File: src/rtl/fsio_pkg.sv
// Constants and types shared by the fieldbus slave I/O connection engine
package fsio_pkg;

  // Clock and time base
  localparam int CLK_PERIOD_NS = 100;
  localparam int MS_NS         = 1000000;
  localparam int MS_CYCLES     = (MS_NS + CLK_PERIOD_NS - 1) / CLK_PERIOD_NS;

  // Widths
  localparam int ADDR_W   = 6;
  localparam int LEN_W    = 4;
  localparam int DATA_W   = 64;
  localparam int IVL_W    = 16;
  localparam int PRE_W    = 16;

  // Payload limits
  localparam logic [LEN_W-1:0] MAX_LEN  = 4'h8;
  localparam logic [LEN_W-1:0] ZERO_LEN = 4'h0;

  // Input assembly byte 0 layout
  localparam int IN_ON_BIT    = 0;
  localparam int IN_FAULT_BIT = 1;

  // Output assembly byte positions
  localparam int OUT_DISC_LSB = 0;
  localparam int OUT_AUX_LSB  = 8;

  // Values after reset
  localparam logic [7:0]        DOUT_RST  = 8'h00;
  localparam logic [DATA_W-1:0] DATA_RST  = 64'h0000_0000_0000_0000;
  localparam logic [PRE_W-1:0]  PRE_RST   = 16'h0000;
  localparam logic [IVL_W-1:0]  IVL_RST   = 16'h0000;

  // Message kinds on the receive and transmit sides
  typedef enum logic [2:0] {
    FSIO_NONE   = 3'h0,
    FSIO_POLL   = 3'h1,
    FSIO_STROBE = 3'h2,
    FSIO_REPORT = 3'h3,
    FSIO_ACK    = 3'h4
  } fsio_kind_t;

  // Transmit sequencer states
  typedef enum logic [2:0] {
    FSIO_IDLE = 3'b001,
    FSIO_SEND = 3'b010,
    FSIO_GAP  = 3'b100
  } fsio_state_t;

endpackage

File: src/rtl/fsio_ms_timer.sv
// Millisecond interval timer pacing periodic reports and heartbeats
module fsio_ms_timer
  import fsio_pkg::*;
#(
  parameter int MS_CYC = MS_CYCLES
) (
  // Clock and reset
  input  wire logic             clk,
  input  wire logic             reset_n,
  input  wire logic             ce,
  // Control
  input  wire logic             enable,
  input  wire logic             restart,
  input  wire logic [IVL_W-1:0] interval,
  // Event
  output logic                  expire_q
);

  localparam logic [PRE_W-1:0] PRE_LAST = PRE_W'(MS_CYC - 1);

  logic [PRE_W-1:0] pre_q;   // Cycles within current millisecond
  logic [IVL_W-1:0] ms_q;    // Whole milliseconds elapsed
  logic             ms_tick; // Last cycle of a millisecond
  logic             ms_done; // Interval reached

  assign ms_tick = (pre_q == PRE_LAST);
  assign ms_done = ms_tick && (ms_q == interval - 16'h0001);

  // Prescaler and interval counter; zero interval disables the timer
  always_ff @(posedge clk or negedge reset_n) begin
    if (!reset_n) begin
      pre_q <= PRE_RST;
      ms_q  <= IVL_RST;
    end else if (ce) begin
      if (!enable || restart || interval == IVL_RST) begin
        pre_q <= PRE_RST;
        ms_q  <= IVL_RST;
      end else if (ms_done) begin
        pre_q <= PRE_RST;
        ms_q  <= IVL_RST;
      end else if (ms_tick) begin
        pre_q <= PRE_RST;
        ms_q  <= ms_q + 16'h0001;
      end else begin
        pre_q <= pre_q + 16'h0001;
      end
    end
  end

  // One-cycle expiry pulse
  always_ff @(posedge clk or negedge reset_n) begin
    if (!reset_n) begin
      expire_q <= 1'b0;
    end else if (ce) begin
      expire_q <= enable && !restart && interval != IVL_RST && ms_done;
    end
  end

endmodule

File: src/rtl/fsio_slave.sv
// Slave I/O connection engine: poll, strobe and report messaging
module fsio_slave
  import fsio_pkg::*;
#(
  parameter int MS_CYC = MS_CYCLES
) (
  // Clock and reset
  input  wire logic              clk,
  input  wire logic              reset_n,
  input  wire logic              ce,
  // Configuration
  input  wire logic [ADDR_W-1:0] node_address,
  input  wire logic [ADDR_W-1:0] master_address,
  input  wire logic              poll_enable,
  input  wire logic              strobe_enable,
  input  wire logic              report_enable,
  input  wire logic              input_change_triggered,
  input  wire logic              report_to_slave,
  input  wire logic              ack_enable,
  input  wire logic [IVL_W-1:0]  packet_interval,
  input  wire logic [LEN_W-1:0]  input_length,
  // Received message from the controller
  input  wire logic              rx_valid,
  input  wire fsio_kind_t        rx_kind,
  input  wire logic [ADDR_W-1:0] rx_src,
  input  wire logic [LEN_W-1:0]  rx_len,
  input  wire logic [DATA_W-1:0] rx_data,
  // Message to transmit
  output logic                   tx_valid,
  input  wire logic              tx_ready,
  output fsio_kind_t             tx_kind,
  output logic [LEN_W-1:0]       tx_len,
  output logic [DATA_W-1:0]      tx_data,
  // Device attributes
  input  wire logic              sense_on,
  input  wire logic              sense_fault,
  input  wire logic [55:0]       input_attr,
  output logic [7:0]             discrete_out,
  output logic [7:0]             aux_out,
  output logic                   strobe_bit,
  output logic                   measure_trig,
  // Status
  input  wire logic              ack_timeout_clr,
  output logic                   ack_timeout,
  output logic                   config_error
);

  fsio_state_t       state_q;       // Transmit sequencer
  logic              poll_pend_q;   // Poll response owed
  logic              strb_pend_q;   // Strobe response owed
  logic              ack_pend_q;    // Acknowledge owed to master
  logic              rep_pend_q;    // Input report owed
  logic              ack_wait_q;    // Awaiting master acknowledge
  logic [DATA_W-1:0] last_sent_q;   // Last reported input assembly
  logic              tx_valid_q;
  fsio_kind_t        tx_kind_q;
  logic [LEN_W-1:0]  tx_len_q;
  logic [DATA_W-1:0] tx_data_q;
  logic [7:0]        dout_q;
  logic [7:0]        aux_q;
  logic              sbit_q;
  logic              trig_q;
  logic              ack_to_q;
  logic              cfg_err_q;

  logic              from_master;   // Message from own master
  logic              poll_ok;       // Poll connection may run
  logic              rep_in;        // Slave-to-master reporting
  logic              rep_out;       // Master-to-slave reporting
  logic              take_poll;
  logic              take_strb;
  logic              take_ack;
  logic              take_rep;
  logic              idle_take;
  logic              poll_rx;
  logic              strb_rx;
  logic              out_rx;        // Output data from master
  logic              ack_rx;
  logic              chg_det;
  logic              tmr_exp;
  logic              tmr_restart;
  logic [DATA_W-1:0] in_asm;        // Gathered input assembly
  logic [LEN_W-1:0]  in_len;        // Clamped input length

  // Connection set: single report connection, poll excluded with master-to-slave reporting
  assign rep_in  = report_enable && !report_to_slave;
  assign rep_out = report_enable && report_to_slave;
  assign poll_ok = poll_enable && !rep_out;

  // Only the master's traffic is taken
  assign from_master = ce && rx_valid && (rx_src == master_address);
  assign poll_rx = from_master && rx_kind == FSIO_POLL && poll_ok;
  assign out_rx  = from_master && rx_kind == FSIO_POLL && rep_out;
  assign strb_rx = from_master && rx_kind == FSIO_STROBE
                   && strobe_enable;
  assign ack_rx  = from_master && rx_kind == FSIO_ACK;

  // Input assembly: presence byte then further attributes
  always_comb begin
    in_asm = {input_attr, 8'h00};
    in_asm[IN_ON_BIT]    = sense_on;
    in_asm[IN_FAULT_BIT] = sense_fault;
  end

  // Payload never exceeds eight bytes
  assign in_len = (input_length > MAX_LEN) ? MAX_LEN : input_length;

  // Change detection against what was last reported
  assign chg_det = rep_in && input_change_triggered
                   && (in_asm != last_sent_q);

  // Transmit priority: poll, strobe, acknowledge, report
  assign idle_take = ce && state_q == FSIO_IDLE;
  assign take_poll = idle_take && poll_pend_q;
  assign take_strb = idle_take && !poll_pend_q && strb_pend_q;
  assign take_ack  = idle_take && !poll_pend_q && !strb_pend_q && ack_pend_q;
  assign take_rep  = idle_take && !poll_pend_q && !strb_pend_q
                     && !ack_pend_q && rep_pend_q;

  // Heartbeat restarts after each report in change mode
  assign tmr_restart = take_rep && input_change_triggered;

  fsio_ms_timer #(
    .MS_CYC   (MS_CYC)
  ) u_timer (
    .clk      (clk),
    .reset_n  (reset_n),
    .ce       (ce),
    .enable   (rep_in),
    .restart  (tmr_restart),
    .interval (packet_interval),
    .expire_q (tmr_exp)
  );

  // Pending responses; a new request wins over a clear
  always_ff @(posedge clk or negedge reset_n) begin
    if (!reset_n) begin
      poll_pend_q <= 1'b0;
      strb_pend_q <= 1'b0;
      ack_pend_q  <= 1'b0;
      rep_pend_q  <= 1'b0;
    end else if (ce) begin
      poll_pend_q <= (poll_pend_q && !take_poll) || poll_rx;
      strb_pend_q <= (strb_pend_q && !take_strb) || strb_rx;
      ack_pend_q  <= (ack_pend_q && !take_ack)
                     || (out_rx && ack_enable);
      // A change seen on the loading edge is already in that report
      rep_pend_q  <= ((rep_pend_q && !take_rep) || tmr_exp
                      || (chg_det && !take_rep))
                     && rep_in;
    end
  end

  // Transmit sequencer with valid/ready hold
  always_ff @(posedge clk or negedge reset_n) begin
    if (!reset_n) begin
      state_q    <= FSIO_IDLE;
      tx_valid_q <= 1'b0;
      tx_kind_q  <= FSIO_NONE;
      tx_len_q   <= ZERO_LEN;
      tx_data_q  <= DATA_RST;
    end else if (ce) begin
      case (state_q)
        FSIO_IDLE: begin
          if (take_poll || take_strb || take_rep) begin
            // Individual response carrying the input assembly
            state_q    <= FSIO_SEND;
            tx_valid_q <= 1'b1;
            tx_len_q   <= in_len;
            tx_data_q  <= in_asm;
            if (take_poll) begin
              tx_kind_q <= FSIO_POLL;
            end else if (take_strb) begin
              tx_kind_q <= FSIO_STROBE;
            end else begin
              tx_kind_q <= FSIO_REPORT;
            end
          end else if (take_ack) begin
            // Data-free acknowledge of master output
            state_q    <= FSIO_SEND;
            tx_valid_q <= 1'b1;
            tx_kind_q  <= FSIO_ACK;
            tx_len_q   <= ZERO_LEN;
            tx_data_q  <= DATA_RST;
          end
        end
        FSIO_SEND: begin
          if (tx_ready) begin
            state_q    <= FSIO_GAP;
            tx_valid_q <= 1'b0;
          end
        end
        FSIO_GAP: begin
          state_q <= FSIO_IDLE;
        end
        default: begin
          state_q    <= FSIO_IDLE;
          tx_valid_q <= 1'b0;
        end
      endcase
    end
  end

  // Reported assembly snapshot for change detection
  always_ff @(posedge clk or negedge reset_n) begin
    if (!reset_n) begin
      last_sent_q <= DATA_RST;
    end else if (ce && take_rep) begin
      last_sent_q <= in_asm;
    end
  end

  // Acknowledge tracking on slave reports
  always_ff @(posedge clk or negedge reset_n) begin
    if (!reset_n) begin
      ack_wait_q <= 1'b0;
      ack_to_q   <= 1'b0;
    end else if (ce) begin
      if (take_rep) begin
        ack_wait_q <= ack_enable;
      end else if (ack_rx || !ack_enable || tmr_exp) begin
        ack_wait_q <= 1'b0;
      end
      // Missing acknowledge by next interval; set wins over clear
      ack_to_q <= (ack_to_q && !ack_timeout_clr)
                  || (ack_wait_q && ack_enable && tmr_exp && !ack_rx);
    end
  end

  // Output assembly: scatter received bytes into attributes
  always_ff @(posedge clk or negedge reset_n) begin
    if (!reset_n) begin
      dout_q <= DOUT_RST;
      aux_q  <= DOUT_RST;
    end else if (ce && (poll_rx || out_rx)) begin
      if (rx_len > ZERO_LEN) begin
        dout_q <= rx_data[OUT_DISC_LSB +: 8];
      end
      if (rx_len > 4'h1) begin
        aux_q <= rx_data[OUT_AUX_LSB +: 8];
      end
    end
  end

  // Strobe bit select and measurement trigger
  always_ff @(posedge clk or negedge reset_n) begin
    if (!reset_n) begin
      sbit_q <= 1'b0;
      trig_q <= 1'b0;
    end else if (ce) begin
      trig_q <= strb_rx;
      if (strb_rx) begin
        sbit_q <= rx_data[node_address];
      end
    end
  end

  // Poll configured together with master-to-slave reporting
  always_ff @(posedge clk or negedge reset_n) begin
    if (!reset_n) begin
      cfg_err_q <= 1'b0;
    end else if (ce) begin
      cfg_err_q <= poll_enable && rep_out;
    end
  end

  // Outputs straight from flip-flops
  assign tx_valid     = tx_valid_q;
  assign tx_kind      = tx_kind_q;
  assign tx_len       = tx_len_q;
  assign tx_data      = tx_data_q;
  assign discrete_out = dout_q;
  assign aux_out      = aux_q;
  assign strobe_bit   = sbit_q;
  assign measure_trig = trig_q;
  assign ack_timeout  = ack_to_q;
  assign config_error = cfg_err_q;
endmodule

File: config.mk
export PLATFORM = sky130hd
export DESIGN_NAME = fsio_slave
export DESIGN_NICKNAME = d
export VERILOG_FILES = /design/src/rtl/fsio_pkg.sv /design/src/rtl/fsio_ms_timer.sv /design/src/rtl/fsio_slave.sv
export SDC_FILE = /design/constraint.sdc
export NUM_CORES = 1
export LEC_CHECK = 0
export ABC_AREA = 0
export BUFFER_PORTS_ARGS = -buffer_cell sky130_fd_sc_hd__buf_4
export CORE_MARGIN = 2
export CORE_UTILIZATION = 56
export CTS_CLUSTER_DIAMETER = 100
export CTS_CLUSTER_SIZE = 8
export DETAILED_ROUTE_END_ITERATION = 16
export HOLD_SLACK_MARGIN = 0.08
export MAX_ROUTING_LAYER = met4
export PLACE_DENSITY = 0.91
export REMOVE_ABC_BUFFERS = 1
export SYNTH_ARGS = -nofsm -noshare
export SYNTH_HDL_FRONTEND = slang
export SYNTH_SLANG_ARGS = --single-unit
File: constraint.sdc
create_clock -name clk -period 7.48 [get_ports clk]
set_input_delay 0.748 -clock clk [delete_from_list [all_inputs] [get_ports clk]]
set_output_delay 0.748 -clock clk [all_outputs]
set_load 0.05 [all_outputs]
# ---- Word-level counts from Yosys, hierarchy flattened
# Index checks and enable logic that the tools add are counted.
dict set report op_classes {
  add_sub_neg 3
  order_cmp 4
  eq_ne 12
  n_mux 27
  n_bitwise 1
  n_reduce_logical 80
}
# op count
set ops {}
lappend ops {{$mux W64} 2}
lappend ops {{$mux W16} 6}
lappend ops {{$ne A58 B58 Y1} 1}
lappend ops {{$logic_and A1 B1 Y1} 40}
lappend ops {{$add A16 B1 Y16 const B} 2}
lappend ops {{$eq A16 B14 Y1 const B} 1}
lappend ops {{$eq A16 B16 Y1} 1}
lappend ops {{$logic_not A16 Y1} 1}
lappend ops {{$reduce_bool A16 Y1} 1}
lappend ops {{$sub A16 B1 Y16 const B} 1}
lappend ops {{$mux W3} 5}
lappend ops {{$logic_not A1 Y1} 14}
lappend ops {{$logic_or A1 B1 Y1} 13}
lappend ops {{$mux W4} 3}
lappend ops {{$reduce_and A2 Y1} 5}
lappend ops {{$gt A4 B1 Y1 const B} 2}
lappend ops {{$lt A6 B7 Y1 const B} 1}
lappend ops {{$mux W1} 7}
lappend ops {{$bmux W1 S6} 1}
lappend ops {{$eq A3 B1 Y1 const B} 2}
lappend ops {{$eq A3 B2 Y1 const B} 2}
lappend ops {{$eq A3 B3 Y1 const B} 2}
lappend ops {{$eq A6 B6 Y1} 1}
lappend ops {{$pmux W3 S2} 1}
lappend ops {{10 further kinds} 12}
dict set report totals {
  reg_bits 191
  input_bits 179
  output_inout_bits 92
  wordCells 147
}

# ---- Depth between registers and ports, before layout
dict set report logic_depth {
  word_depth 11
  mapped_depth 11
  depth_no_buf 10
}

# ---- Cells and area by module
# From an unflattened synthesis, not the netlist that was laid out.
dict set report hier_totals {
  cells_unflattened 832
  hier_area_um2 9581.7
}
# mod n_inst cells_each area_each_um2 seq_area_each_um2
set modules_own_cells {}
lappend modules_own_cells {fsio_slave 1 537 7085.5 3804.9}
lappend modules_own_cells {fsio_ms_timer 1 295 2496.1 825.8}

# ---- Worst setup path before layout
# Ideal clock, no wire load.
dict set report synth_timing {
  kind {in2reg}
  startpoint {input node_address[0]}
  endpoint {register sbit_q (netlist: strobe_bit)}
  setup_ns 0.127
  arrival_time_ns 3.130
  required_time_ns 7.353
  slack_ns 4.223
  stages 7
  n_path_buf 2
  path_cell_list {clkbuf_1 -> buf_1 -> mux4_2 -> mux4_2 -> mux2_2 -> o21ai_0 -> o21ai_0}
}
dict set report synth_via {
  elab_chain_cells 2
}
# element line
set synth_lines {}
lappend synth_lines {{start, declared} fsio_slave.sv:12} ;# input wire logic [ADDR_W-1:0] node_address,
lappend synth_lines {{$bmux W1 S6} fsio_slave.sv:253} ;# sbit_q <= rx_data[node_address];
lappend synth_lines {{$mux W1 (implied by the code)} fsio_slave.sv:253}
lappend synth_lines {{end signal, assigned} fsio_slave.sv:253}
lappend synth_lines {{end, declared} fsio_slave.sv:61} ;# logic sbit_q;
# Every way passes these cells. The select of a mux whose other input is x is not followed.
# A chain may end at the register's enable or synchronous reset.

# ---- Final worst setup path
dict set report layout_timing {
  startpoint {register u_timer.pre_q[12]}
  endpoint {register u_timer.ms_q[10]}
}
dict set report layout_via {
  elab_chain_cells 4
  word_cells_on_any_way 6
  classes_between {1 x eq/ne; 2 x mux; 3 x reduce/logical}
}
# element line
set layout_lines {}
lappend layout_lines {{start, declared} fsio_ms_timer.sv:21} ;# logic [PRE_W-1:0] pre_q;
lappend layout_lines {{start signal, assigned} fsio_ms_timer.sv:45} ;# pre_q <= pre_q + 16'h0001;
lappend layout_lines {{$eq A16 B14 Y1 *} fsio_ms_timer.sv:26} ;# assign ms_tick = (pre_q == PRE_LAST);
lappend layout_lines {{$logic_and A1 B1 Y1} fsio_ms_timer.sv:27} ;# assign ms_done = ms_tick && (ms_q == interval - 16'h0001);
lappend layout_lines {{$reduce_bool A3 Y1 (no source line) / $mux W16 (equally long branches)} --}
lappend layout_lines {{$reduce_and A2 Y1 (no source line) / $mux W16 (equally long branches)} --}
lappend layout_lines {{end signal, assigned} fsio_ms_timer.sv:43} ;# ms_q <= ms_q + 16'h0001;
lappend layout_lines {{end, declared} fsio_ms_timer.sv:22} ;# logic [IVL_W-1:0] ms_q;
# Mark *: on every way between the ends. The rest lies on a longest branch, timed or not.

==> reports/metrics.cfg <==
[floorplanning]
fp.dieH_um = 132
row_count = 46
die-area_um2 = 17400
coreArea_um2 = 15900
initial_core_util = 0.576
num_io_pins = 271
die_w_um = 132

[yosys]
yosysMostFrequentCell = nand2_1
ys_types = 62
synth_common_cells = nand2_1, dfrtp_1, a22o_1, xnor2_1, xor2_1
netlist_area_um2 = 9180
yosysSeqAreaShare = 0.504
synth_top_area_share = 0.502
synthCells = 878
syn_area_per_cell_um2 = 10.5
synth_seq_cells = 185
synth_edf_count = 0
synth.top_cells.by_area = dfrtp_1, nand2_1, a22o_1, xnor2_1, mux4_2
yosys.area.top_type = dfrtp_1
ys.flop_type = dfrtp_1
yosysWarnings = 0
async_flop_share = 1.00

[grt]
met2_usage = 0.497
grt_max_degree = 109
antenna_found_initial = 0
grt_first_pass_wirelength_mm = 39.3
met1_usage = 0.340
grt_pass1_vias = 7913
track_usage = 0.291
grt-ovfl-total = 0
grt.met3_usage = 0.0665
grt_busiest_layer = met2

[run]
cap_violations = 0

[place]
portBuffers = 264
dp_cells = 1320
gp_congestion = 0.909
hpwl_mm = 17.3
dp_slack_ns = 3.62

[sta]
setup_slack_ns = 3.89
max_freq_mhz = 278
post-route-min-period_ns = 3.59
fin_tns_setup_ns = 0
max-slew-margin-rel = 0.235
skew_ns = 0.00691
rsz0062_at_grt = no
max_slew.worst_pin.slew_ns = 1.15
hold_viol = 0
finalMaxSlewViolations = 0
setup_violations = 0
finalCritPeriodShare = 0.480

[detailed_routing]
post_drt_wl_per_cell_um = 17.6
routed_via_density = 5.62
routed_wl_mm = 23.9
drc = 0
drt_iter0_markers = 501
antenna_left = 0
drt_pass1_iterations = 7
num_vias = 7593

[final_layout]
syn_to_final_growth_pct = 29.3
nNetsFinal = 1305
layout-drive-gt1-share = 0.311
final_cell_count_no_fill = 1352
antenna_cells = 0

[clock_tree]
cts.repair.resized = 0
clkTransAtPathRegs_ns = 0.07
cts_tree = done
numCtsBuffers = 17
clockBufferDepth = 2
cts_setup_buffers = 0
clock_latency_ns = 0.43
clockRootBuffer = clkbuf_16
h-tree-depth = 4
postCtsHoldBufs = 0
cts.sinks = 185

[setup_path]
cp_max_fo = 12
critPathKind = flop to flop
start_kind = flop
rr_worst_depth = 7
cp.arrival_ns = 3.89
critPathRequiredTime_ns = 7.77
cp-end-kind = flop

[power_and_ir_drop]
leakage_nw = 5.76
ir_drop_mv = 0.308
power_density_nw_per_um2 = 334

[hold_path]
hold_path.class = primary input to async pin

[status]
outcome = complete, no violations

-- worst max-delay path, stage by stage (launching register included) --
cell	delay (ns)
dfrtp_1	0.42
or4b_1	0.57
nor4_1	0.62
o2111ai_1	0.26
or4_4	0.48
or4_4	0.54
a21boi_2	0.45
nor2_1	0.11
-- cell type report --
cell class / count / area (µm²)
multi-input combinational: 635 / 4310
fill: 1109 / 4080
sequential: 185 / 4630
inverter: 16 / 60.1
clock inverter: 13 / 130
timing repair buffer: 268 / 2020
tap: 216 / 270
clock buffer: 19 / 443
-- state kept, by name, indices dropped and copies added (netlist names), 3 cells and up --
register,flops
aux_out,8
discrete_out,8
last_sent_q,58
state_q,3
tx_data,58
tx_kind,3
tx_len,4
u_timer.ms_q,16
u_timer.pre_q,16
-- per-stage QoR --
step / area [µm²] / total power, mW / utilization / hold slack (ns)
after floorplan: 8990 / 2.56 / - / 0.452
after global placement: 11300 / 3.05 / 0.708 / 0.463
after detailed placement: 11300 / 3.10 / 0.708 / 0.476
after CTS: 11900 / 3.98 / 0.744 / 0.452
after global routing: 11900 / 4.15 / 0.744 / 0.477
final: 11900 / 3.96 / 0.744 / 0.403
-- path summary, 6_finish.rpt --
kind	start	endpoint	slack, ns
max	u_timer.pre_q[12]	u_timer.ms_q[10]	3.89
min	reset_n	tx_data[48]	0.40
max reg2reg	u_timer.pre_q[12]	u_timer.ms_q[10]	3.89
min reg2reg	last_sent_q[43]	last_sent_q[43]	0.49
max in group asynchronous	reset_n	last_sent_q[31]	5.54
min in group clk	last_sent_q[43]	last_sent_q[43]	0.49
-- logic make-up (layout without fill, tap and decap cells) --
| family | Yosys count | count (layout) | share of synthesized area |
|---|---|---|---|
| simple gates | 352 | 352 | 0.174 |
| flops | 185 | 185 | 0.504 |
| compound gates | 120 | 120 | 0.105 |
| xor+xnor | 112 | 112 | 0.107 |
| buf+inv | 63 | 316 | 0.0294 |
| mux | 42 | 42 | 0.0756 |
| fa+ha+maj | 3 | 3 | 0.00409 |
| other cells | 1 | 6 | 0.000408 |
-- cell usage in the layout (no fill, tap or decap), types with 4 or more instances in the layout --
master     Yosys  routed
mux4_2        20      20
a22o_1        64      64
inv_1         16      16
or3_1          4       4
xor2_1        48      48
o22ai_1        4       4
clkbuf_16      0      17
nor3_1        13      13
nand4_1       18      18
o31ai_1        4       4
nor2b_1        4       4
xnor2_1       64      64
dfrtp_1      184     184
inv_8          0       5
nor4_1        11      11
nand2_1      207     207
mux2_2        19      19
o21ai_0       12      12
conb_1         1       6
nand3_1       16      15
nor2_1        42      41
a21oi_1        8       8
buf_4          7     267
and3_1        13      12
-- per-layer routing --
layer / wire [µm] / vias up
li1: - / 3547
met1: 9470 / 3776
met2: 12600 / 233
met3: 1300 / 37
met4: 487 / 0
met5: 0 / -
-- power breakdown --
part	internal, mW	switching (mW)
Clock	0.452	0.418
Sequential	1.32	0.213
Combinational	0.576	0.983
Total	2.34	1.61
Power figures use the tool's default switching activity.
